File: src/logic/fuse_prog_pkg.sv
package fuse_prog_pkg;

  // register offsets within a page
  localparam logic [7:0] ADDR_FUSE_CMD    = 8'h0f;
  localparam logic [7:0] ADDR_LOCK_WAKE   = 8'h2f;
  localparam logic [7:0] ADDR_FORCE_OVR   = 8'he0;
  localparam logic [7:0] ADDR_FORCE_EN    = 8'he1;
  localparam logic [7:0] ADDR_PAGE_SEL    = 8'hff;

  // page codes written to the page select register
  localparam logic [7:0] PAGE_MASTER      = 8'h00;
  localparam logic [7:0] PAGE_OUTPUT      = 8'h03;
  localparam logic [7:0] PAGE_SYNTH_A     = 8'h0a;
  localparam logic [7:0] PAGE_SYNTH_D     = 8'h0d;

  // page index space: 0 master, 1 clock monitor, 2 input, 3 output, 4..7 synth a..d
  localparam int          NUM_PAGES       = 8;
  localparam logic [2:0] IDX_MASTER       = 3'h0;
  localparam logic [2:0] IDX_CLKMON       = 3'h1;
  localparam logic [2:0] IDX_INPUT        = 3'h2;
  localparam logic [2:0] IDX_OUTPUT       = 3'h3;
  localparam logic [2:0] IDX_SYNTH_A      = 3'h4;

  // subsystem bit order in the force registers
  localparam int          NUM_SUBSYS      = 7;
  localparam int          SUB_INPUT       = 0;
  localparam int          SUB_CLKMON      = 1;
  localparam int          SUB_OUTPUT      = 2;
  localparam int          SUB_SYNTH_A     = 3;

  // field layouts
  localparam int          CMD_MSB         = 7;
  localparam int          CMD_LSB         = 3;
  localparam logic [4:0] CMD_FUSE_WRITE   = 5'h0c;
  localparam logic [7:0] CMD_BYTE_ALT     = 8'hc0;
  localparam int          LOCK_MSB        = 7;
  localparam int          LOCK_LSB        = 6;
  localparam logic [1:0] LOCK_CODE        = 2'h1;
  localparam int          WAKE_DIS_BIT    = 4;

  // reset values
  localparam logic [7:0] RST_BYTE         = 8'h00;
  localparam logic [6:0] RST_FORCE        = 7'h00;

  // configuration port request
  typedef struct packed {
    logic       wr;
    logic       rd;
    logic [7:0] addr;
    logic [7:0] wdata;
  } cfg_req_t;

  // fuse write request towards the fuse macro
  typedef struct packed {
    logic       start;
    logic [2:0] page;
    logic [7:0] lock_wake;
  } fuse_cmd_t;

endpackage : fuse_prog_pkg
File: src/logic/efuse_primary_program_control.sv
`timescale 1ns/100ps
// Summary of operation
// - master 0xE0 bits 0..6 enable forced power override per subsystem
// - master 0xE1 bits 0..6 request enable per subsystem, same order
// - every page has lock field 0x2f[7:6]; value 1 marks page locked
// - pages: 0 master, 1 clock monitor, 2 input, 3 output, A-D synths
// - every page: 0x0f[7:3] written 0x0C starts fuse write of that page
// - manual wake-up of slaves is used while fuses are programmed
// - master 0x2f bit 4 disables manual wake-up once stored in fuses
// - page switches on write to 0xFF; codes 0x00-0x03 and 0x0A-0x0D
// - after master written, reset makes device wake from primary fuses
module efuse_primary_program_control (
  input  wire logic                   clk_sys_in,
  input  wire logic                   nrst_in,
  input  wire fuse_prog_pkg::cfg_req_t cfg_req_in,
  input  wire logic                   fuse_wake_dis_in,
  output logic [7:0]                  cfg_rdata_out,
  output logic                        cfg_rvalid_out,
  output logic [7:0]                  page_sel_out,
  output fuse_prog_pkg::fuse_cmd_t    fuse_cmd_out,
  output logic [7:0]                  page_locked_out,
  output logic [6:0]                  force_on_out,
  output logic                        manual_wake_out
);
  import fuse_prog_pkg::*;

  // page code valid check
  function automatic logic page_valid(input logic [7:0] code);
    page_valid = (code <= PAGE_OUTPUT) || ((code >= PAGE_SYNTH_A) && (code <= PAGE_SYNTH_D));
  endfunction : page_valid

  // page code to index
  function automatic logic [2:0] page_index(input logic [7:0] code);
    logic [7:0] off;
    off = code - PAGE_SYNTH_A;
    if (code <= PAGE_OUTPUT) begin
      page_index = code[2:0];
    end else begin
      page_index = IDX_SYNTH_A + off[2:0];
    end
  endfunction : page_index

  // command byte carries the fuse write code
  function automatic logic is_fuse_cmd(input logic [7:0] b);
    is_fuse_cmd = (b[CMD_MSB:CMD_LSB] == CMD_FUSE_WRITE) || (b == CMD_BYTE_ALT);
  endfunction : is_fuse_cmd

  logic [7:0] page_reg,       page_next;
  logic [7:0] cmd_reg  [NUM_PAGES], cmd_next  [NUM_PAGES];
  logic [7:0] lock_reg [NUM_PAGES], lock_next [NUM_PAGES];
  logic [6:0] ovr_reg,        ovr_next;
  logic [6:0] en_reg,         en_next;
  logic [7:0] rdata_reg,      rdata_next;
  logic       rvalid_reg,     rvalid_next;
  fuse_cmd_t  fcmd_reg,       fcmd_next;
  logic [7:0] locked_reg,     locked_next;
  logic [6:0] force_reg,      force_next;
  logic       manual_reg,     manual_next;
  logic       boot_reg,       boot_next;

  logic [2:0] cur;
  assign cur = page_index(page_reg);

  // page select: an illegal page code leaves the page unchanged
  always_comb begin
    page_next = page_reg;
    if (cfg_req_in.wr && (cfg_req_in.addr == ADDR_PAGE_SEL)) begin
      if (page_valid(cfg_req_in.wdata)) begin
        page_next = cfg_req_in.wdata;
      end
    end
  end

  // page select register
  always_ff @(posedge clk_sys_in) begin
    if (!nrst_in) begin
      page_reg <= PAGE_MASTER;
    end else begin
      page_reg <= page_next;
    end
  end

  // per-page command byte and fuse write trigger
  always_comb begin
    cmd_next        = cmd_reg;
    fcmd_next       = fcmd_reg;
    fcmd_next.start = 1'b0;
    if (cfg_req_in.wr && (cfg_req_in.addr == ADDR_FUSE_CMD)) begin
      cmd_next[cur] = cfg_req_in.wdata;
      // fire only when the code is newly presented after a clear, so a held code cannot burn twice
      if (is_fuse_cmd(cfg_req_in.wdata) && !is_fuse_cmd(cmd_reg[cur])) begin
        fcmd_next.start     = 1'b1;
        fcmd_next.page      = cur;
        fcmd_next.lock_wake = lock_reg[cur];
      end
    end
  end

  // command registers; start stands one cycle, page and lock byte until the next start
  always_ff @(posedge clk_sys_in) begin
    if (!nrst_in) begin
      for (int i = 0; i < NUM_PAGES; i++) begin
        cmd_reg[i] <= RST_BYTE;
      end
      fcmd_reg <= '0;
    end else begin
      cmd_reg  <= cmd_next;
      fcmd_reg <= fcmd_next;
    end
  end

  // per-page lock byte and decoded lock status
  always_comb begin
    lock_next = lock_reg;
    if (cfg_req_in.wr && (cfg_req_in.addr == ADDR_LOCK_WAKE)) begin
      lock_next[cur] = cfg_req_in.wdata;
    end
    for (int i = 0; i < NUM_PAGES; i++) begin
      locked_next[i] = (lock_reg[i][LOCK_MSB:LOCK_LSB] == LOCK_CODE);
    end
  end

  // lock registers
  always_ff @(posedge clk_sys_in) begin
    if (!nrst_in) begin
      for (int i = 0; i < NUM_PAGES; i++) begin
        lock_reg[i] <= RST_BYTE;
      end
      locked_reg <= RST_BYTE;
    end else begin
      lock_reg   <= lock_next;
      locked_reg <= locked_next;
    end
  end

  // master-page force registers; a subsystem is forced on one cycle after both its bits are set, and off one cycle after either clears
  always_comb begin
    ovr_next   = ovr_reg;
    en_next    = en_reg;
    force_next = ovr_reg & en_reg;
    if (cfg_req_in.wr && (cur == IDX_MASTER)) begin
      if (cfg_req_in.addr == ADDR_FORCE_OVR) begin
        ovr_next = cfg_req_in.wdata[NUM_SUBSYS-1:0];
      end else if (cfg_req_in.addr == ADDR_FORCE_EN) begin
        en_next = cfg_req_in.wdata[NUM_SUBSYS-1:0];
      end
    end
  end

  // force registers
  always_ff @(posedge clk_sys_in) begin
    if (!nrst_in) begin
      ovr_reg   <= RST_FORCE;
      en_reg    <= RST_FORCE;
      force_reg <= RST_FORCE;
    end else begin
      ovr_reg   <= ovr_next;
      en_reg    <= en_next;
      force_reg <= force_next;
    end
  end

  // read mux; a read in the same cycle as a write returns the old value
  always_comb begin
    rdata_next  = rdata_reg;
    rvalid_next = cfg_req_in.rd;
    if (cfg_req_in.rd) begin
      if (cfg_req_in.addr == ADDR_PAGE_SEL) begin
        rdata_next = page_reg;
      end else if (cfg_req_in.addr == ADDR_FUSE_CMD) begin
        rdata_next = cmd_reg[cur];
      end else if (cfg_req_in.addr == ADDR_LOCK_WAKE) begin
        rdata_next = lock_reg[cur];
      end else if ((cfg_req_in.addr == ADDR_FORCE_OVR) && (cur == IDX_MASTER)) begin
        rdata_next = {1'b0, ovr_reg};
      end else if ((cfg_req_in.addr == ADDR_FORCE_EN) && (cur == IDX_MASTER)) begin
        rdata_next = {1'b0, en_reg};
      end else begin
        rdata_next = RST_BYTE; // unmapped reads as zero
      end
    end
  end

  // read data holds until the next read; valid stands one cycle
  always_ff @(posedge clk_sys_in) begin
    if (!nrst_in) begin
      rdata_reg  <= RST_BYTE;
      rvalid_reg <= 1'b0;
    end else begin
      rdata_reg  <= rdata_next;
      rvalid_reg <= rvalid_next;
    end
  end

  // wake mode follows the stored fuse bit, caught once at the first edge after reset release
  always_comb begin
    boot_next   = 1'b0;
    manual_next = manual_reg;
    if (boot_reg) begin
      manual_next = !fuse_wake_dis_in;
    end
  end

  // wake registers; manual wake-up holds through reset until the fuse bit is read
  always_ff @(posedge clk_sys_in) begin
    if (!nrst_in) begin
      manual_reg <= 1'b1;
      boot_reg   <= 1'b1;
    end else begin
      manual_reg <= manual_next;
      boot_reg   <= boot_next;
    end
  end

  assign cfg_rdata_out   = rdata_reg;
  assign cfg_rvalid_out  = rvalid_reg;
  assign page_sel_out    = page_reg;
  assign fuse_cmd_out    = fcmd_reg;
  assign page_locked_out = locked_reg;
  assign force_on_out    = force_reg;
  assign manual_wake_out = manual_reg;

endmodule : efuse_primary_program_control

File: config.mk
export PLATFORM = sky130hd
export DESIGN_NAME = efuse_primary_program_control
export DESIGN_NICKNAME = d
export VERILOG_FILES = /design/src/logic/fuse_prog_pkg.sv /design/src/logic/efuse_primary_program_control.sv
export SDC_FILE = /design/constraint.sdc
export NUM_CORES = 1
export LEC_CHECK = 0
export BUFFER_PORTS_ARGS = -buffer_cell sky130_fd_sc_hd__buf_2
export CAP_MARGIN = 10
export CORE_MARGIN = 4
export CORE_UTILIZATION = 45
export CTS_BUF_LIST = sky130_fd_sc_hd__clkbuf_8
export DETAILED_ROUTE_END_ITERATION = 12
export PLACE_DENSITY = 0.65
export SYNTH_ARGS = -nofsm -noshare
export SYNTH_HDL_FRONTEND = slang
export SYNTH_SLANG_ARGS = --single-unit
File: constraint.sdc
create_clock -name clk_sys_in -period 2.4 [get_ports clk_sys_in]
set_input_delay 0.12 -clock clk_sys_in [delete_from_list [all_inputs] [get_ports clk_sys_in]]
set_output_delay 0.12 -clock clk_sys_in [all_outputs]
set_load 0.05 [all_outputs]
==> flow_metrics.tcl, run 1 <==
set metrics [dict create \
    fin_skew_ps 11.7 \
    routedWlPerCell_um 19.0 \
    yosysSeqAreaShare_pct 44.2 \
    initial_core_util_pct 45.6 \
    synthDominantCellAreaShare_pct 44.2 \
    cts_buffers 17 \
    stdcell_area_um2 10900 \
    clock_sinks 188 \
    portBuffers 65 \
    r2r-start "page_sel_out[3]" \
    period_minus_slack_ps 2720 \
    slowest_stage "or4_4" \
    syn_area_per_cell_um2 8.80 \
    ioPinCount 66 \
    yosys_register_bits 188 \
    h-tree-depth 4 \
    cpPeakStageDelay_ps 610 \
    utilization_pct 58.6 \
    drtAntennaViolNets 0 \
    hold_viol 0 \
    ctsRootBufferMaster "clkbuf_8" \
    synth_nets 988 \
    drc_errors 0 \
    overflow 0 \
    fin_crit_sh_pct 113 \
    grt_pass1_vias 7410 \
    async_flop_share_pct 0 \
    first_pass_iters 5 \
    regArea_um2 3780 \
    worstPathCellList "or4_4 > nor4_4 > o32ai_2 > a2111oi_4 > nand4b_1 > a211oi_4 > buf_6 > clkbuf_16 > a211oi_1 > a211oi_2" \
    setup_slack_ps -323 \
    rsz0062_at_grt "yes" \
    die_height_um 145 \
    grt_pass1_wl_um 41000 \
    fmax_ghz 0.367 \
    syn_area_um2 8510 \
    slew_headroom_pct 58.0 \
    yosysUniqueCellTypes 64 \
    tightest_slew_ps 630 \
    drt_iter0_markers 912 \
    cp.depth 10 \
    nets 1132 \
    critPathCapture "fuse_cmd_out[5]" \
    drv_slew 0 \
    multi_input_area_um2 4810 \
    core_um2 18600 \
    grt_antenna_before_repair 0 \
    gp_congestion 0.926 \
    critPathKind "reg -> reg" \
    yosysTopAreaCell "dfxtp_1" \
    die_area_um2 21200 \
    diodes 0 \
    clock_latency_ps 470 \
    fill_cells 1649 \
    drv_cap 0 \
    synth_flop_cell "dfxtp_1" \
    vias 7827 \
    ys.warnings.count 0 \
    syn_to_final_growth_pct 28.5 \
    hpwl_um 17600 \
    cts.reportedPaths.clkPinSlew_ps 100 \
    reg2reg_depth 10 \
    via_per_inst 5.76 \
    grt_start_max_net_pins 127 \
    worst_setup_path_end_kind "flop" \
    crit_buf_inv 2 \
    reg2reg_to "fuse_cmd_out[5]" \
    failed_checks "negative setup slack" \
    worstPathArrival_ps 3120 \
    die_w_um 145 \
    crit_path_max_fanout 7 \
    placement.cell_area_um2 9860 \
    grt_util_all_layers_pct 23.7 \
    cellPowerDensity_nw_per_um2 518 \
    hp-class "in -> reg" \
    drive_above_1_share_pct 28.8 \
    cts_tree "built" \
    startpoint "page_sel_out[3]" \
    synth_edf_count 0 \
    rows 50 \
    crit_path_start_kind "flop" \
    clock_path_buffers 2 \
    setup_viol 16 \
    vdd_ir_drop_max_mv 0.292 \
    finalWirelength_um 25800 \
    outcome "finished, violations left" \
    postSynthCellCount 967 \
    leakage_nw 4.54 \
    cp_top_family "compound AO/OA/AOI/OAI gates" \
    reg2reg_slack_ps -320 \
    synthTopCellsByArea "dfxtp_1 (44%), mux2i_1 (16%), nor2_1 (6.1%)" \
    cp_data_required_time_ps 2800 \
]
power by group:
| part | internal, mW | leakage [nW] | switching, mW | total (mW) |
|---|---|---|---|---|
| sequential | 3.12 | 1.52 | 0.00266 | 3.12 |
| combinational | 0.0599 | 2.80 | 0.174 | 0.234 |
| clock | 1.07 | 0.219 | 1.23 | 2.30 |
| total | 4.25 | 4.54 | 1.41 | 5.66 |
layout by cell type, fill, tap and decap left out, types with 8 or more instances in the layout:
| master | instances |
|---|---|
| mux2i_1 | 133 |
| buf_12 | 9 |
| clkbuf_8 | 17 |
| buf_6 | 22 |
| mux2_2 | 8 |
| o21ai_1 | 10 |
| nand4_1 | 8 |
| a211oi_1 | 11 |
| nor2_1 | 135 |
| inv_1 | 11 |
| nand2_1 | 96 |
| nand3_1 | 60 |
| buf_4 | 99 |
| buf_2 | 67 |
| dfxtp_1 | 182 |
| and3_1 | 12 |
| a21oi_1 | 52 |
| o21ai_0 | 14 |
worst min path at each step:
| stage | slack, ps | to | startpoint | cells past startpoint |
|---|---|---|---|---|
| floorplan | 220 | cfg_rdata_out[7] | cfg_req_in[16] | 1 |
| global placement | 400 | manual_wake_out | fuse_wake_dis_in | 4 |
| detailed placement | 400 | manual_wake_out | fuse_wake_dis_in | 4 |
| CTS | 2 | lock_reg[60] | cfg_req_in[4] | 3 |
| global route | 10 | lock_reg[44] | cfg_req_in[4] | 3 |
| finish | 40 | lock_reg[22] | cfg_req_in[6] | 3 |
layout make-up:
| cell class | instances | share of cell area, % |
|---|---|---|
| well taps | 234 | 2.68 |
| clock buffers | 17 | 2.14 |
| inverters | 15 | 0.538 |
| repair buffers | 200 | 14.2 |
| multi-input cells | 689 | 44.0 |
| flip-flops and latches | 188 | 34.6 |
| clock inverters | 15 | 1.85 |
what timing repair did:
action | 4_1_cts | 5_1_grt
buffers inserted | 5 | 9
endpoints found under the hold margin | 3 | 0
pin swaps | 15 | 25
setup endpoints to repair | 46 | 50
cloned | 1 | 2
hold buffers | 2 | 0
resized for setup | 28 | 67
synthesized netlist by cell type, types with 10 or more instances:
master,number
o21ai_0,17
nand3_1,65
nand2_1,99
a21oi_1,56
mux2i_1,136
clkbuf_1,60
nor2_1,139
a211oi_1,11
mux2_2,10
o21ai_1,11
inv_1,11
dfxtp_1,188
and3_1,13
kinds of logic after synthesis:
kind of cell	after synthesis	share of synthesized area (%)
AOI/OAI and AO/OA	165	13.0
xor gates and xnor gates	3	0.309
buffers and inverters	90	4.32
DFF	188	44.2
muxes	151	18.1
and+or+nand+nor	370	20.0
worst register-to-register path, cell delays in order (launching register included):
cell and delay [ps]:
dfxtp_4 360, or4_4 610, nor4_4 180, o32ai_2 150
a2111oi_4 340, nand4b_1 200, a211oi_4 330, buf_6 160
clkbuf_16 130, a211oi_1 70, a211oi_2 140
per-stage QoR:
stage / setup slack (ps) / total power, mW / setup TNS, ps / hold slack, ps / cells
2_1_floorplan: -322 / 3.32 / -4040 / 221 / 967
3_3_place_gp: -460 / 3.42 / -8100 / 396 / 1307
3_5_place_dp: -454 / 3.41 / -8010 / 402 / 1307
4_1_cts: -276 / 5.69 / -3820 / 2.10 / 1347
5_1_grt: -444 / 5.84 / -6260 / 11.7 / 1358
6_report: -323 / 5.66 / -3880 / 37.6 / 1358
routing by layer:
metal	share of wire (%)	global-route usage, %	vias to the layer above
li1	-	-	3710
met1	46	33.9	3752
met2	45	35.7	314
met3	6.4	4.76	51
met4	2.5	8.45	0
met5	0	0	-
No activity file was read; power rests on OpenSTA's default activity.
==> run 2, diff against run 1 <==
--- a/config.mk
+++ b/config.mk
@@ -7,7 +7,7 @@
 export LEC_CHECK = 0
 export BUFFER_PORTS_ARGS = -buffer_cell sky130_fd_sc_hd__buf_2
 export CAP_MARGIN = 10
-export CORE_MARGIN = 4
+export CORE_MARGIN = 2
 export CORE_UTILIZATION = 45
 export CTS_BUF_LIST = sky130_fd_sc_hd__clkbuf_8
 export DETAILED_ROUTE_END_ITERATION = 12
==> run 2 against run 1 <==
  * The run still ends with negative setup slack left
  * Worst hold slack improved by 18 ps
  * Cell count grew 0.66%
  * Power decreased by 2.4%
  * Sequential cell count unchanged
  * Fmax grew 1.4%
  * Critical path depth fell by 1
  * Clock-buffer cell count grew 2
  * Clock skew up 3.7 ps
  * Core utilization down 0.19 points
  * Sequential share of layout area up 0.13 points
==> flow_metrics.tcl, run 2 (synthesized netlist as in run 1, its figures left out) <==
set metrics [dict create \
    worst_setup_path_end_kind "flop" \
    drv_slew 0 \
    grt_start_max_net_pins 45 \
    drt_iter0_markers 529 \
    grt_pass1_vias 7391 \
    rsz0062_at_grt "yes" \
    crit_path_start_kind "flop" \
    die_height_um 141 \
    grt_pass1_wl_um 40200 \
    period_minus_slack_ps 2690 \
    ioPinCount 66 \
    cpPeakStageDelay_ps 620 \
    drtAntennaViolNets 0 \
    final_common_cell "dfxtp_1" \
    worstPathArrival_ps 3090 \
    cts.reportedPaths.clkPinSlew_ps 90 \
    crit_buf_inv 1 \
    setup-tns-final_ps -3290 \
    routedWlPerCell_um 18.5 \
    fin_crit_sh_pct 112 \
    stdcell_area_um2 10900 \
    rows 50 \
    via_per_inst 5.65 \
    placement.cell_area_um2 9910 \
    die_w_um 141 \
    setup_viol 13 \
    vdd_ir_drop_max_mv 0.271 \
    fmax_ghz 0.372 \
    layout_common_cells "dfxtp_1 (182), nor2_1 (133), mux2i_1 (132)" \
    clock_sinks 188 \
    leakage_nw 4.55 \
    cp_data_required_time_ps 2800 \
    finalWirelength_um 25300 \
    worstPathCellList "or4_4 > o21ai_2 > buf_6 > a31oi_1 > o211ai_1 > a21oi_2 > or4_4 > o211a_1 > o21ai_1" \
    grt_util_all_layers_pct 25.6 \
    slew_headroom_pct 53.9 \
    crit_path_max_fanout 6 \
    first_pass_iters 6 \
    timing.hold.ws_ps 55.7 \
    nets 1141 \
    drive_above_1_share_pct 29.4 \
    failed_checks "negative setup slack" \
    grt_antenna_before_repair 0 \
    portBuffers 65 \
    clock_latency_ps 480 \
    setup_slack_ps -287 \
    syn_to_final_growth_pct 28.1 \
    hold_viol 0 \
    cp_top_family "simple AND/OR/NAND/NOR gates" \
    slowest_stage "or4_4" \
    critPathKind "reg -> reg" \
    place_ws_ps -514 \
    clock_path_buffers 2 \
    die_area_um2 20000 \
    tightest_slew_ps 690 \
    ctsRootBufferMaster "clkbuf_8" \
    core_um2 18600 \
    hp-class "in -> reg" \
    diodes 0 \
    vias 7730 \
    h-tree-depth 4 \
    fill_cells 1657 \
    cp_common_cell "or4_4" \
    drc_errors 0 \
    cellPowerDensity_nw_per_um2 507 \
    gp_congestion 0.917 \
    fin_skew_ps 15.5 \
    hpwl_um 17500 \
    cts_tree "built" \
    dp_cells 1315 \
    overflow 0 \
    cts_buffers 17 \
    initial_core_util_pct 45.6 \
    drv_cap 0 \
    outcome "finished, violations left" \
    final_cells 1367 \
]
run 2: what timing repair did:
action / CTS / global route
setup endpoints to repair: 64 / 43
setup buffers: 8 / 8
endpoints found under the hold margin: 7 / 0
hold buffers: 5 / 0
resized for setup: 40 / 52
pin swaps: 28 / 27
gates cloned: 2 / 0
run 2: layout make-up:
cell class	count	area (um^2)	share of cell area [%]
Clock buffer	19	262	2.40
Clock inverter	13	143	1.31
Inverter	15	58.8	0.540
Multi-Input combinational cell	689	4780	43.9
Sequential cell	188	3780	34.7
Tap cell	234	293	2.69
Timing Repair Buffer	209	1580	14.5
run 2: per-stage QoR:
step                      utilization [%]  total power [mW]
after floorplan                         -              3.32
after global placement               53.2              3.42
after detailed placement             53.2              3.42
after CTS                            57.0              5.55
after global routing                 58.4              5.69
final                                58.4              5.52
run 2: layer usage:
metal  track usage, %  vias to the layer above  share of wire, %
met1             36.2                     3700                47
met4             7.58                        0               1.7
met2             39.7                      264                45
li1                 -                     3732                 -
met5                0                        -                 0
met3             5.03                       34               6.4
run 2: where the power goes:
| part | leakage, nW | internal, mW | switching [mW] | total, mW |
|---|---|---|---|---|
| logic | 2.81 | 0.0677 | 0.174 | 0.242 |
| clock network | 0.218 | 0.994 | 1.17 | 2.16 |
| registers | 1.52 | 3.12 | 0.00305 | 3.12 |
run 2: path summary, 6_finish.rpt:
check        slack, ps                 end  depth (start not counted)             from
min reg2reg        450  page_locked_out[4]                          1     lock_reg[31]
max               -290    cfg_rdata_out[6]                          9  page_sel_out[3]
max reg2reg       -290    cfg_rdata_out[6]                          9  page_sel_out[3]
min                 60        lock_reg[19]                          3    cfg_req_in[3]
run 2: worst register-to-register path, cell delays in order (launching register included):
cell      delay [ps]
dfxtp_4          360
or4_4            620
o21ai_2          180
buf_6            140
a31oi_1           80
o211ai_1         270
a21oi_2          160
or4_4            500
o211a_1          150
o21ai_1          140
